## config.mk

```make
export PLATFORM = sky130hd
export DESIGN_NAME = uetc_endpoint_ctrl
export DESIGN_NICKNAME = d
export VERILOG_FILES = /design/src/core/uetc_pkg.sv /design/src/core/uetc_endpoint_ctrl.sv
export SDC_FILE = /design/constraint.sdc
export NUM_CORES = 1
export LEC_CHECK = 0
export ABC_AREA = 1
export BUFFER_PORTS_ARGS = -buffer_cell sky130_fd_sc_hd__buf_2
export CAP_MARGIN = 15
export CORE_ASPECT_RATIO = 0.8
export CORE_MARGIN = 10
export CORE_UTILIZATION = 30
export CTS_CLUSTER_DIAMETER = 80
export DETAILED_ROUTE_END_ITERATION = 6
export GPL_TIMING_DRIVEN = 0
export PLACE_DENSITY = 0.56
export REMOVE_ABC_BUFFERS = 1
export SETUP_SLACK_MARGIN = 0.15
export SYNTH_ARGS = -nofsm -noshare
export SYNTH_HDL_FRONTEND = slang
export SYNTH_SLANG_ARGS = --single-unit
```

## constraint.sdc

```tcl
create_clock -name ref_clk -period 2.3 [get_ports ref_clk]
set_input_delay 0.23 -clock ref_clk [delete_from_list [all_inputs] [get_ports ref_clk]]
set_output_delay 0.23 -clock ref_clk [all_outputs]
set_load 0.005 [all_outputs]
```

## src/core/uetc_pkg.sv

```systemverilog
package uetc_pkg;
    // ---------------------------------------------------------------
    // register map
    // ---------------------------------------------------------------
    localparam logic [7:0] EP0_TX_ADDR = 8'h10;
    localparam logic [7:0] EP1_TX_ADDR = 8'h11;
    localparam logic [7:0] STAT_CTRL_ADDR = 8'h13;
    localparam logic [7:0] REG_RESET = 8'h00;
    // ---------------------------------------------------------------
    // field positions
    // ---------------------------------------------------------------
    localparam int CNT_LSB = 0;
    localparam int CNT_MSB = 3;
    localparam int EP0_INVALID_BIT = 4;
    localparam int EP1_ENABLE_BIT = 4;
    localparam int STALL_BIT = 5;
    localparam int TOGGLE_BIT = 6;
    localparam int ARM_BIT = 7;
    localparam int BUS_ACT_BIT = 0;
    localparam int RESUME_BIT = 1;
    localparam int STATUS_OUT_BIT = 3;
    localparam int OUT_EN_BIT = 4;
    localparam logic [7:0] STAT_CTRL_WMASK = 8'h1b;
    localparam logic [3:0] MAX_COUNT = 4'h8;
    // ---------------------------------------------------------------
    // fifo windows in data memory
    // ---------------------------------------------------------------
    localparam logic [7:0] EP0_FIFO_BASE = 8'h70;
    localparam logic [7:0] EP1_FIFO_BASE = 8'h78;
    localparam logic [7:0] FIFO_SPAN = 8'h08;
    // ---------------------------------------------------------------
    // tokens and replies
    // ---------------------------------------------------------------
    typedef enum logic [1:0] {UETC_TOK_SETUP, UETC_TOK_OUT, UETC_TOK_IN} uetc_tok_t;
    typedef enum logic [2:0] {
        UETC_REP_NONE, UETC_REP_ACK, UETC_REP_NAK, UETC_REP_STALL, UETC_REP_DATA0, UETC_REP_DATA1
    } uetc_reply_t;
endpackage

```

## src/core/uetc_endpoint_ctrl.sv

```systemverilog
`timescale 1ns/10ps
// Functional notes
// low four tx bits give IN byte count, zero through eight
// bad DATA in SETUP/OUT phase sets ep0 data-invalid bit 4
// ep0 stall bit 5 stalls IN/OUT; SETUP clears it
// tx bit 6 picks DATA0 or DATA1
// firmware loads fifo, sets toggle, then arms bit 7
// host ACK of ep0 IN clears arm bit, raises ep0 interrupt
// SETUP token clears ep0 arm bit
// ep0 tx, ep1 tx and status/control read zero after reset
// ep1 transmit only, fifo at 0x78..0x7f
// ep1 enable bit 4 clear means all ep1 traffic ignored
// ep1 stall bit 5 stalls IN/OUT until firmware clears it
// host ACK of ep1 IN clears arm bit, raises ep1 interrupt
// firmware writes zero to reserved status/control bits
// any non-idle bus state sets bus-activity bit 0
// writing 0 to bit 0 clears activity, 1 leaves it
// firmware should poll and clear activity periodically
// force-resume bit 1 drives transmitter to K state
// status-out bit 3: ACK zero-length DATA1, STALL others, no fifo write
// SETUP on ep0 clears status-out bit 3
// out-enable bit 4: write fifo and ACK, else NAK
// out-enable bit 4 cleared after every SETUP or OUT
// ep0 shares one fifo 0x70..0x77 both directions
// received-SETUP flag blocks firmware fifo writes
// unarmed unstalled endpoint answers IN with NAK, state unchanged
module uetc_endpoint_ctrl
    import uetc_pkg::*;
(
    input wire logic ref_clk,
    input wire logic rst,
    input wire logic ioWrite,
    input wire logic ioRead,
    input wire logic [7:0] ioAddr,
    input wire logic [7:0] ioWrData,
    output logic [7:0] ioRdData,
    input wire logic [7:0] memAddr,
    input wire logic memWrite,
    output logic memWriteAllowed,
    input wire logic setupFlag,
    input wire logic tokValid,
    input wire uetc_tok_t tokType,
    input wire logic tokEp,
    input wire logic dataDone,
    input wire logic dataError,
    input wire logic dataPid1,
    input wire logic [3:0] dataLen,
    input wire logic hostAck,
    input wire logic lineDp,
    input wire logic lineDm,
    output uetc_reply_t reply,
    output logic replyValid,
    output logic [3:0] txCount,
    output logic fifoRxWrite,
    output logic ep0Irq,
    output logic ep1Irq,
    output logic driveK
);
    // ---------------------------------------------------------------
    // registers
    // ---------------------------------------------------------------
    logic [7:0] ep0Tx_ff;
    logic [7:0] ep1Tx_ff;
    logic [7:0] statCtrl_ff;
    logic [2:0] dpSync_ff;
    logic [2:0] dmSync_ff;
    logic lineActive_ff;
    logic outPending_ff;
    logic setupPending_ff;
    logic inPendingEp_ff;
    logic inPending_ff;
    logic [7:0] rdData_ff;
    uetc_reply_t reply_ff;
    logic replyValid_ff;
    logic [3:0] txCount_ff;
    logic fifoRxWrite_ff;
    logic ep0Irq_ff;
    logic ep1Irq_ff;

    function automatic logic in_window(input logic [7:0] a, input logic [7:0] base);
        in_window = (a >= base) && (a < base + FIFO_SPAN);
    endfunction

    // ---------------------------------------------------------------
    // token decode
    // ---------------------------------------------------------------
    logic ep1Live;
    logic setupTok;
    logic ep0Out;
    logic ep0In;
    logic ep1In;
    logic ep1Out;
    logic ep0InAck;
    logic ep1InAck;
    logic outDataDone;
    logic statusGood;
    assign ep1Live = ep1Tx_ff[EP1_ENABLE_BIT];
    assign setupTok = tokValid && !tokEp && tokType == UETC_TOK_SETUP;
    assign ep0Out = tokValid && !tokEp && tokType == UETC_TOK_OUT;
    assign ep0In = tokValid && !tokEp && tokType == UETC_TOK_IN;
    assign ep1In = tokValid && tokEp && ep1Live && tokType == UETC_TOK_IN;
    assign ep1Out = tokValid && tokEp && ep1Live && tokType == UETC_TOK_OUT;
    assign ep0InAck = hostAck && inPending_ff && !inPendingEp_ff;
    assign ep1InAck = hostAck && inPending_ff && inPendingEp_ff;
    assign outDataDone = dataDone && outPending_ff;
    // zero-length packet counts only the two crc bytes, caller strips them
    assign statusGood = !dataError && dataPid1 && dataLen == 4'h0;

    // ---------------------------------------------------------------
    // pending phase tracking
    // ---------------------------------------------------------------
    always_ff @(posedge ref_clk) begin
        if (rst) begin
            outPending_ff <= 1'b0;
            setupPending_ff <= 1'b0;
        end else begin
            if (ep0Out || setupTok) begin
                outPending_ff <= 1'b1;
                setupPending_ff <= setupTok;
            end else if (dataDone) begin
                outPending_ff <= 1'b0;
                setupPending_ff <= 1'b0;
            end
        end
    end

    always_ff @(posedge ref_clk) begin
        if (rst) begin
            inPending_ff <= 1'b0;
            inPendingEp_ff <= 1'b0;
        end else if (tokValid) begin
            inPending_ff <= (ep0In && ep0Tx_ff[ARM_BIT] && !ep0Tx_ff[STALL_BIT])
                || (ep1In && ep1Tx_ff[ARM_BIT] && !ep1Tx_ff[STALL_BIT]);
            inPendingEp_ff <= tokEp;
        end else if (hostAck) begin
            inPending_ff <= 1'b0;
        end
    end

    // ---------------------------------------------------------------
    // reply generation
    // ---------------------------------------------------------------
    logic ep0Stall;
    logic ep1Stall;
    assign ep0Stall = ep0Tx_ff[STALL_BIT];
    assign ep1Stall = ep1Tx_ff[STALL_BIT];

    always_ff @(posedge ref_clk) begin
        if (rst) begin
            reply_ff <= UETC_REP_NONE;
            replyValid_ff <= 1'b0;
            txCount_ff <= REG_RESET[CNT_MSB:CNT_LSB];
        end else begin
            replyValid_ff <= 1'b0;
            reply_ff <= UETC_REP_NONE;
            if (ep0In || ep1In) begin
                replyValid_ff <= 1'b1;
                if (ep0In ? ep0Stall : ep1Stall) begin
                    reply_ff <= UETC_REP_STALL;
                end else if (ep0In ? ep0Tx_ff[ARM_BIT] : ep1Tx_ff[ARM_BIT]) begin
                    reply_ff <= (ep0In ? ep0Tx_ff[TOGGLE_BIT] : ep1Tx_ff[TOGGLE_BIT])
                        ? UETC_REP_DATA1 : UETC_REP_DATA0;
                    txCount_ff <= ep0In ? ep0Tx_ff[CNT_MSB:CNT_LSB]
                        : ep1Tx_ff[CNT_MSB:CNT_LSB];
                end else begin
                    reply_ff <= UETC_REP_NAK;
                end
            end else if (ep1Out && ep1Stall) begin
                replyValid_ff <= 1'b1;
                reply_ff <= UETC_REP_STALL;
            end else if (dataDone && outPending_ff) begin
                // corrupted data gets no handshake at all
                if (!dataError || !setupPending_ff) begin
                    replyValid_ff <= !dataError;
                    if (setupPending_ff) begin
                        reply_ff <= UETC_REP_ACK;
                    end else if (ep0Stall) begin
                        reply_ff <= UETC_REP_STALL;
                    end else if (statCtrl_ff[STATUS_OUT_BIT]) begin
                        reply_ff <= statusGood ? UETC_REP_ACK : UETC_REP_STALL;
                    end else if (statCtrl_ff[OUT_EN_BIT]) begin
                        reply_ff <= UETC_REP_ACK;
                    end else begin
                        reply_ff <= UETC_REP_NAK;
                    end
                end
            end
        end
    end

    // shared fifo: setup data always lands, out data only when enabled
    always_ff @(posedge ref_clk) begin
        if (rst) begin
            fifoRxWrite_ff <= 1'b0;
        end else begin
            fifoRxWrite_ff <= outDataDone && (setupPending_ff || (!ep0Stall
                && !statCtrl_ff[STATUS_OUT_BIT] && statCtrl_ff[OUT_EN_BIT]));
        end
    end

    always_ff @(posedge ref_clk) begin
        if (rst) begin
            ep0Irq_ff <= 1'b0;
            ep1Irq_ff <= 1'b0;
        end else begin
            ep0Irq_ff <= ep0InAck;
            ep1Irq_ff <= ep1InAck;
        end
    end

    // ---------------------------------------------------------------
    // endpoint 0 transmit register
    // ---------------------------------------------------------------
    always_ff @(posedge ref_clk) begin
        if (rst) begin
            ep0Tx_ff <= REG_RESET;
        end else begin
            if (ioWrite && ioAddr == EP0_TX_ADDR) begin
                ep0Tx_ff <= ioWrData;
            end
            if (ep0InAck) begin
                ep0Tx_ff[ARM_BIT] <= 1'b0;
            end
            if (outDataDone && dataError) begin
                ep0Tx_ff[EP0_INVALID_BIT] <= 1'b1;
            end
            if (setupTok) begin
                ep0Tx_ff[STALL_BIT] <= 1'b0;
                ep0Tx_ff[ARM_BIT] <= 1'b0;
            end
        end
    end

    // ---------------------------------------------------------------
    // endpoint 1 transmit register
    // ---------------------------------------------------------------
    always_ff @(posedge ref_clk) begin
        if (rst) begin
            ep1Tx_ff <= REG_RESET;
        end else begin
            if (ioWrite && ioAddr == EP1_TX_ADDR) begin
                ep1Tx_ff <= ioWrData;
            end
            if (ep1InAck) begin
                ep1Tx_ff[ARM_BIT] <= 1'b0;
            end
        end
    end

    // ---------------------------------------------------------------
    // bus activity detection
    // ---------------------------------------------------------------
    always_ff @(posedge ref_clk) begin
        if (rst) begin
            // preset to idle so release of reset is not seen as activity
            dpSync_ff <= '0;
            dmSync_ff <= '1;
            lineActive_ff <= 1'b0;
        end else begin
            dpSync_ff <= {dpSync_ff[1:0], lineDp};
            dmSync_ff <= {dmSync_ff[1:0], lineDm};
            if (dpSync_ff[1] == dpSync_ff[2] && dmSync_ff[1] == dmSync_ff[2]) begin
                lineActive_ff <= dpSync_ff[2] || !dmSync_ff[2];
            end
        end
    end

    // ---------------------------------------------------------------
    // status and control register
    // ---------------------------------------------------------------
    always_ff @(posedge ref_clk) begin
        if (rst) begin
            statCtrl_ff <= REG_RESET;
        end else begin
            if (ioWrite && ioAddr == STAT_CTRL_ADDR) begin
                // reserved bits held at zero whatever firmware writes
                statCtrl_ff[RESUME_BIT] <= ioWrData[RESUME_BIT];
                statCtrl_ff[STATUS_OUT_BIT] <= ioWrData[STATUS_OUT_BIT];
                statCtrl_ff[OUT_EN_BIT] <= ioWrData[OUT_EN_BIT];
                if (!ioWrData[BUS_ACT_BIT]) begin
                    statCtrl_ff[BUS_ACT_BIT] <= 1'b0;
                end
            end
            if (setupTok) begin
                statCtrl_ff[STATUS_OUT_BIT] <= 1'b0;
            end
            if (outDataDone) begin
                statCtrl_ff[OUT_EN_BIT] <= 1'b0;
            end
            // set wins over a same-cycle clear
            if (lineActive_ff) begin
                statCtrl_ff[BUS_ACT_BIT] <= 1'b1;
            end
        end
    end

    // ---------------------------------------------------------------
    // read port and outputs
    // ---------------------------------------------------------------
    always_ff @(posedge ref_clk) begin
        if (rst) begin
            rdData_ff <= REG_RESET;
        end else if (ioRead) begin
            if (ioAddr == EP0_TX_ADDR) begin
                rdData_ff <= ep0Tx_ff;
            end else if (ioAddr == EP1_TX_ADDR) begin
                rdData_ff <= ep1Tx_ff;
            end else if (ioAddr == STAT_CTRL_ADDR) begin
                rdData_ff <= statCtrl_ff & STAT_CTRL_WMASK;
            end else begin
                rdData_ff <= REG_RESET;
            end
        end
    end

    assign memWriteAllowed = !(setupFlag && (in_window(memAddr, EP0_FIFO_BASE)
        || in_window(memAddr, EP1_FIFO_BASE)));
    assign ioRdData = rdData_ff;
    assign reply = reply_ff;
    assign replyValid = replyValid_ff;
    assign txCount = txCount_ff;
    assign fifoRxWrite = fifoRxWrite_ff;
    assign ep0Irq = ep0Irq_ff;
    assign ep1Irq = ep1Irq_ff;
    assign driveK = statCtrl_ff[RESUME_BIT];

    // ---------------------------------------------------------------
    // checks
    // ---------------------------------------------------------------
    a_ack_clears_arm: assert property (@(posedge ref_clk) disable iff (rst)
        ep0InAck && !(ioWrite && ioAddr == EP0_TX_ADDR) |=> !ep0Tx_ff[ARM_BIT] && ep0Irq)
        else $error("ep0 ack did not disarm");
    a_ep1_ack_irq: assert property (@(posedge ref_clk) disable iff (rst)
        ep1InAck && !(ioWrite && ioAddr == EP1_TX_ADDR) |=> !ep1Tx_ff[ARM_BIT] && ep1Irq)
        else $error("ep1 ack did not disarm");
    a_setup_clears: assert property (@(posedge ref_clk) disable iff (rst)
        setupTok |=> !ep0Tx_ff[STALL_BIT] && !ep0Tx_ff[ARM_BIT] && !statCtrl_ff[STATUS_OUT_BIT])
        else $error("setup did not clear");
    a_stall_reply: assert property (@(posedge ref_clk) disable iff (rst)
        ep0In && ep0Stall |=> replyValid && reply == UETC_REP_STALL)
        else $error("stall missing");
    a_nak_idle: assert property (@(posedge ref_clk) disable iff (rst)
        ep0In && !ep0Stall && !ep0Tx_ff[ARM_BIT] |=> reply == UETC_REP_NAK)
        else $error("nak missing");
    a_toggle_pid: assert property (@(posedge ref_clk) disable iff (rst)
        ep1In && !ep1Stall && ep1Tx_ff[ARM_BIT] |=>
        reply == ($past(ep1Tx_ff[TOGGLE_BIT]) ? UETC_REP_DATA1 : UETC_REP_DATA0))
        else $error("wrong data pid");
    a_ep1_ignored: assert property (@(posedge ref_clk) disable iff (rst)
        tokValid && tokEp && !ep1Live |=> !replyValid)
        else $error("disabled ep1 answered");
    a_outen_clear: assert property (@(posedge ref_clk) disable iff (rst)
        outDataDone |=> !statCtrl_ff[OUT_EN_BIT])
        else $error("out enable stuck");
    a_activity_sets: assert property (@(posedge ref_clk) disable iff (rst)
        lineActive_ff |=> statCtrl_ff[BUS_ACT_BIT])
        else $error("activity not flagged");
    a_fifo_guard: assert property (@(posedge ref_clk) disable iff (rst)
        setupFlag && in_window(memAddr, EP0_FIFO_BASE) |-> !memWriteAllowed)
        else $error("fifo write not blocked");
    c_ep0_in_ack: cover property (@(posedge ref_clk) ep0InAck);
    c_blocked_write: cover property (@(posedge ref_clk) memWrite && !memWriteAllowed);
    c_status_ack: cover property (@(posedge ref_clk)
        outDataDone && statCtrl_ff[STATUS_OUT_BIT] && statusGood);
    c_ep1_data: cover property (@(posedge ref_clk) ep1In && ep1Tx_ff[ARM_BIT]);
endmodule

```

# After elaboration in Yosys (flattened, before gate mapping)
# Index checks and enable logic that the tools add are counted.
[word_totals]
wordCells = 128
inputBits = 44
register_bits = 50
[classes]
bitwise_logic = 1
order_cmp = 4
muxes = 33
eq_ne = 8
n_reduce_logical = 58
[ops]
columns = ["cell", "n"]
rows = [
  ["$logic_and 1x1->1", 30],
  ["$eq 8x5->1 const B", 3],
  ["$mux 1", 17],
  ["$ge 8x7->1 const B", 2],
  ["$mux 2", 8],
  ["$mux 8", 2],
  ["$mux 5", 2],
  ["$logic_not 1->1", 9],
  ["$mux 3", 3],
  ["$lt 8x7->1 const B", 1],
  ["$lt 8x8->1 const B", 1],
  ["$reduce_bool 2->1", 4],
  ["$logic_or 1x1->1", 7],
  ["$reduce_or 2->1", 3],
  ["$logic_not 4->1", 1],
  ["$mux 4", 1],
  ["$reduce_and 3->1", 1],
  ["$reduce_or 3->1", 1],
  ["$eq 1x1->1", 2],
  ["$eq 2x1->1 const B", 1],
  ["$eq 2x2->1 const B", 1],
  ["$logic_not 2->1", 1],
  ["$ne 2x1->1 const B", 1],
  ["$reduce_and 2->1", 1],
  ["$not 1->1", 1],
]

# Logic depth before layout (Yosys ltp)
[depth]
depth_word = 11
depth_mapped = 10
ltp_nobuf = 10

# Worst setup path before layout
# No wires, ideal clock.
[synth_timing]
path_kind = "input-to-reg"
start = "input port ioAddr[7]"
end = "register ep0Tx_ff[5]"
setup_ns = 0.124
path_slack_ns = 1.168
t_arrival_ns = 1.008
cell_stages = 7
path_cell_list = "nor2_1 -> nand2_2 -> nor2_4 -> nand2_4 -> buf_6 -> nor2_1 -> a211oi_2"
[synth_via]
elab_chain_cells = 2
[synth_lines]
columns = ["element", "line", "text"]
rows = [
  ["start: declaration", "uetc_endpoint_ctrl.sv:34", "input wire logic [7:0] ioAddr,"],
  ["$eq 8x5->1", "uetc_endpoint_ctrl.sv:218", "if (ioWrite && ioAddr == EP0_TX_ADDR) begin"],
  ["$logic_and 1x1->1", "uetc_endpoint_ctrl.sv:218", ""],
  ["end signal: assignment", "uetc_endpoint_ctrl.sv:219", "ep0Tx_ff <= ioWrData;"],
  ["end: declaration", "uetc_endpoint_ctrl.sv:62", "logic [7:0] ep0Tx_ff;"],
]
# No other way between the ends.
# A chain may end at the register's enable or synchronous reset.

# Worst setup path in the final report
[layout_timing]
start = "input port ioAddr[7]"
end = "register ep1Tx_ff[1]"
[layout_via]
elab_chain_cells = 2
[layout_lines]
columns = ["element", "line", "text"]
rows = [
  ["$eq 8x5->1", "uetc_endpoint_ctrl.sv:241", "if (ioWrite && ioAddr == EP1_TX_ADDR) begin"],
  ["$logic_and 1x1->1", "uetc_endpoint_ctrl.sv:241", ""],
  ["end signal: assignment", "uetc_endpoint_ctrl.sv:242", "ep1Tx_ff <= ioWrData;"],
  ["end: declaration", "uetc_endpoint_ctrl.sv:63", "logic [7:0] ep1Tx_ff;"],
]
# No other way between the ends.

==> results by group <==
Logic synthesis
  • Register bit count reported by yosys: 50
  • Synth Area per Inst: slightly above 7 um^2
  • Sequential share of the synthesized area: 43.4%
  • Complex-gate fraction of the synthesized area: about 15%
  • Post-synth EDFFs: 0
  • Post-Syn Area: about 2300 um^2
  • Largest family of logic cells by synthesized area: simple AND/OR/NAND/NOR gates
  • Post-synth cell types: 31
  • Yosys Warn Count: 0
  • Post-synthesis mux area share: 0%
  • Cells after synthesis: between 300 and 400
  • Most used DFF post-synth: dfxtp_1
  • Post-synthesis adder-cell area fraction: 0%
  • Synth Area in Simple Gates: 32.5%
  • Post-Synth XOR/XNOR Area: 0%
  • Synth async-reset ratio: 0%

Timing
  • Unrepaired setup endpoints after global routing: no
  • Pins Over Slew Limit: 0
  • Final period utilization: 65.7%
  • Total negative slack: 0 ns
  • Worst-Margin Slew: between 0.5 and 0.6 ns
  • Final setup fails: 0
  • Highest clock rate: about 0.66 GHz
  • Max-slew headroom: roughly three fifths
  • Fin Clk Skew: 0.0100 ns
  • Final hold violations: 0
  • Crit path time final: about 1.5 ns

Setup path
  • Worst Path Buf+Inv: 1
  • Crit path max-delay cell type: nor3_4
  • Critical Path RT: approximately 2.5 ns
  • CP startpoint kind: input pin
  • Worst setup EP type: flip-flop
  • CP delay by family, top: simple AND/OR/NAND/NOR gates
  • CP max stage delay: 0.44 ns
  • Arrival @ worst endpoint: ~1.7 ns
  • CP cell instances: buf_2 -> nor2_1 -> nand2_2 -> nor3_4 -> nand2_1 -> nand2_1 -> a21oi_1
  • Kind of critical path: in2reg
  • CP Max Fanout: 13
  • Most frequent CP cell: nand2_1

Finish
  • Area grow syn2layout: 20.8%
  • Commonest non-fill, non-tap cells in the layout: nand2_1 (73), buf_2 (59), dfxtp_1 (50), inv_1 (43), a21oi_1 (34)
  • Final instance count without filler cells: between 400 and 500
  • Most common cell after layout, fill and taps aside: nand2_1
  • Share of cells above drive strength 1: around 23%
  • Fin area: 2790 um^2
  • Ant diodes: 0
  • Final core utilization: between 30% and 40%
  • Layout Nets: between 400 and 500

Clock tree
  • Clk buf depth: 2
  • CTS buffer count: 5
  • Post-CTS setup buffer count: 0
  • CTS sink count: 50
  • H-Tree Depth: 2
  • Post-CTS sizing: 0
  • CTS Hold Buffers Added: 0
  • CTS tree: yes
  • Root Buffer: clkbuf_8
  • Clk_lat worst skew: about 0.3 ns
  • Clk pin slew, worst setup/hold paths: ~0.10 ns

Pwr
  • Max VDD drop: 338 uV
  • Total power: between 1.5 and 2 mW
  • PwrDens: 585 nW/um^2
  • Leakage: 1.28 nW

GRT
  • Overflow after GRT: 0
  • Number of global-route vias before repair: between 2000 and 2500
  • Initial antenna violation count: 0
  • First-pass GRT wire length: 10200 um
  • Total GRT Usage: 10.5%
  • Largest net degree at the start of global routing: 29

Detailed routing
  • Total number of vias: approximately 2200
  • TritonRoute pass-1 iters: 4
  • Final ANT Viol Nets: 0
  • Routed WL: approximately 6300 um
  • Avg Vias per Cell: roughly 4.5
  • DRC viols: 0
  • Initial DRC count: 85
  • Drt wl/cell: roughly 13 um

Die
  • Ports: between 60 and 70
  • Die span in y: 98.4 um
  • Starting Density: 31.1%
  • Core region area: approximately 7400 um^2
  • Die width: approximately 120 um
  • Standard-cell rows: 28
  • Die area: between 10000 and 15000 um^2

Place
  • Dpl cells: roughly 480
  • # port buffers: between 50 and 60
  • Area after DPL: approximately 2700 um^2
  • Gpl congestion: just over 0.8
  • Hpwl dp: approximately 4800 um

Job
  • Total of max-cap violations: 0

Run status
  • Outcome: completed

Hold path
  • HP Class: in2reg
==> metrics by stage <==
| step | setup WS (ns) | hold slack [ns] |
|---|---|---|
| floorplan | 1.05 | 0.299 |
| global placement | 0.491 | 0.390 |
| detailed placement | 0.483 | 0.397 |
| CTS | 0.818 | 0.103 |
| global route | 0.592 | 0.111 |
| finish | 0.789 | 0.114 |
==> synth_stat cells, drive strengths merged (3+ instances only) <==
library cell,n,area (um^2)
nand4,4,25.0
a21oi,35,186
clkbuf,5,28.8
nor3,6,41.3
inv,43,161
or2,4,25.0
o21ai,19,95.1
nor2,29,131
nand2,78,310
dfxtp,50,1000
buf,3,27.5
nand3,34,188
a21o,4,30.0
==> final cells by class <==
| class | count | area, um^2 |
|---|---|---|
| inverter | 43 | 161 |
| clock inverter | 3 | 40.0 |
| tap | 105 | 131 |
| clock buffer | 5 | 68.8 |
| fill | 807 | 4640 |
| timing repair buffer | 59 | 295 |
| sequential | 50 | 1000 |
| multi-input combinational | 220 | 1090 |
==> state kept, by name, summed over array words and instances, names as in the netlist, 3 cells and up <==
signal,flops
txCount,4
statCtrl_ff,4
reply,3
dpSync_ff,3
ioRdData,8
dmSync_ff,3
ep1Tx_ff,8
ep0Tx_ff,8
==> layer usage <==
metal | share of wire (%) | vias up | wire, um | GRT usage, %
li1 | - | 1152 | - | -
met1 | 50 | 970 | 3160 | 13.9
met2 | 43 | 54 | 2740 | 16.5
met3 | 6.5 | 0 | 407 | 3.82
met4 | 0 | 0 | 0 | 1.23
met5 | 0 | - | 0 | 0
==> path summary, 6_finish.rpt <==
path / from / depth (start not counted) / endpoint / slack (ns)
setup / recovery: ioAddr[7] / 7 / ep1Tx_ff[1] / 0.79
hold / removal: lineDm / 2 / dmSync_ff[0] / 0.11
setup reg to reg: ep1Tx_ff[4] / 6 / txCount[0] / 1.04
hold reg to reg: dpSync_ff[0] / 2 / dpSync_ff[1] / 0.41
==> worst register-to-register path, cell delays in order (launching register included) <==
cell,delay (ns)
dfxtp_1,0.43
nand3_1,0.13
nor2_2,0.15
nand3_2,0.14
a21oi_4,0.20
nand2_1,0.08
o21ai_0,0.07
==> power by group <==
| group | internal [mW] | switching (mW) |
|---|---|---|
| registers | 0.879 | 0.00658 |
| logic | 0.0509 | 0.0810 |
| clock network | 0.321 | 0.292 |
| total | 1.25 | 0.380 |
==> logic make-up (layout without fill, tap and decap cells) <==
kind of cell | count (synthesis) | in the layout
AOI/OAI and AO/OA | 61 | 61
buffers and inverters | 51 | 110
DFF | 50 | 50
and+or+nand+nor | 159 | 159
Power figures use the tool's default switching activity.
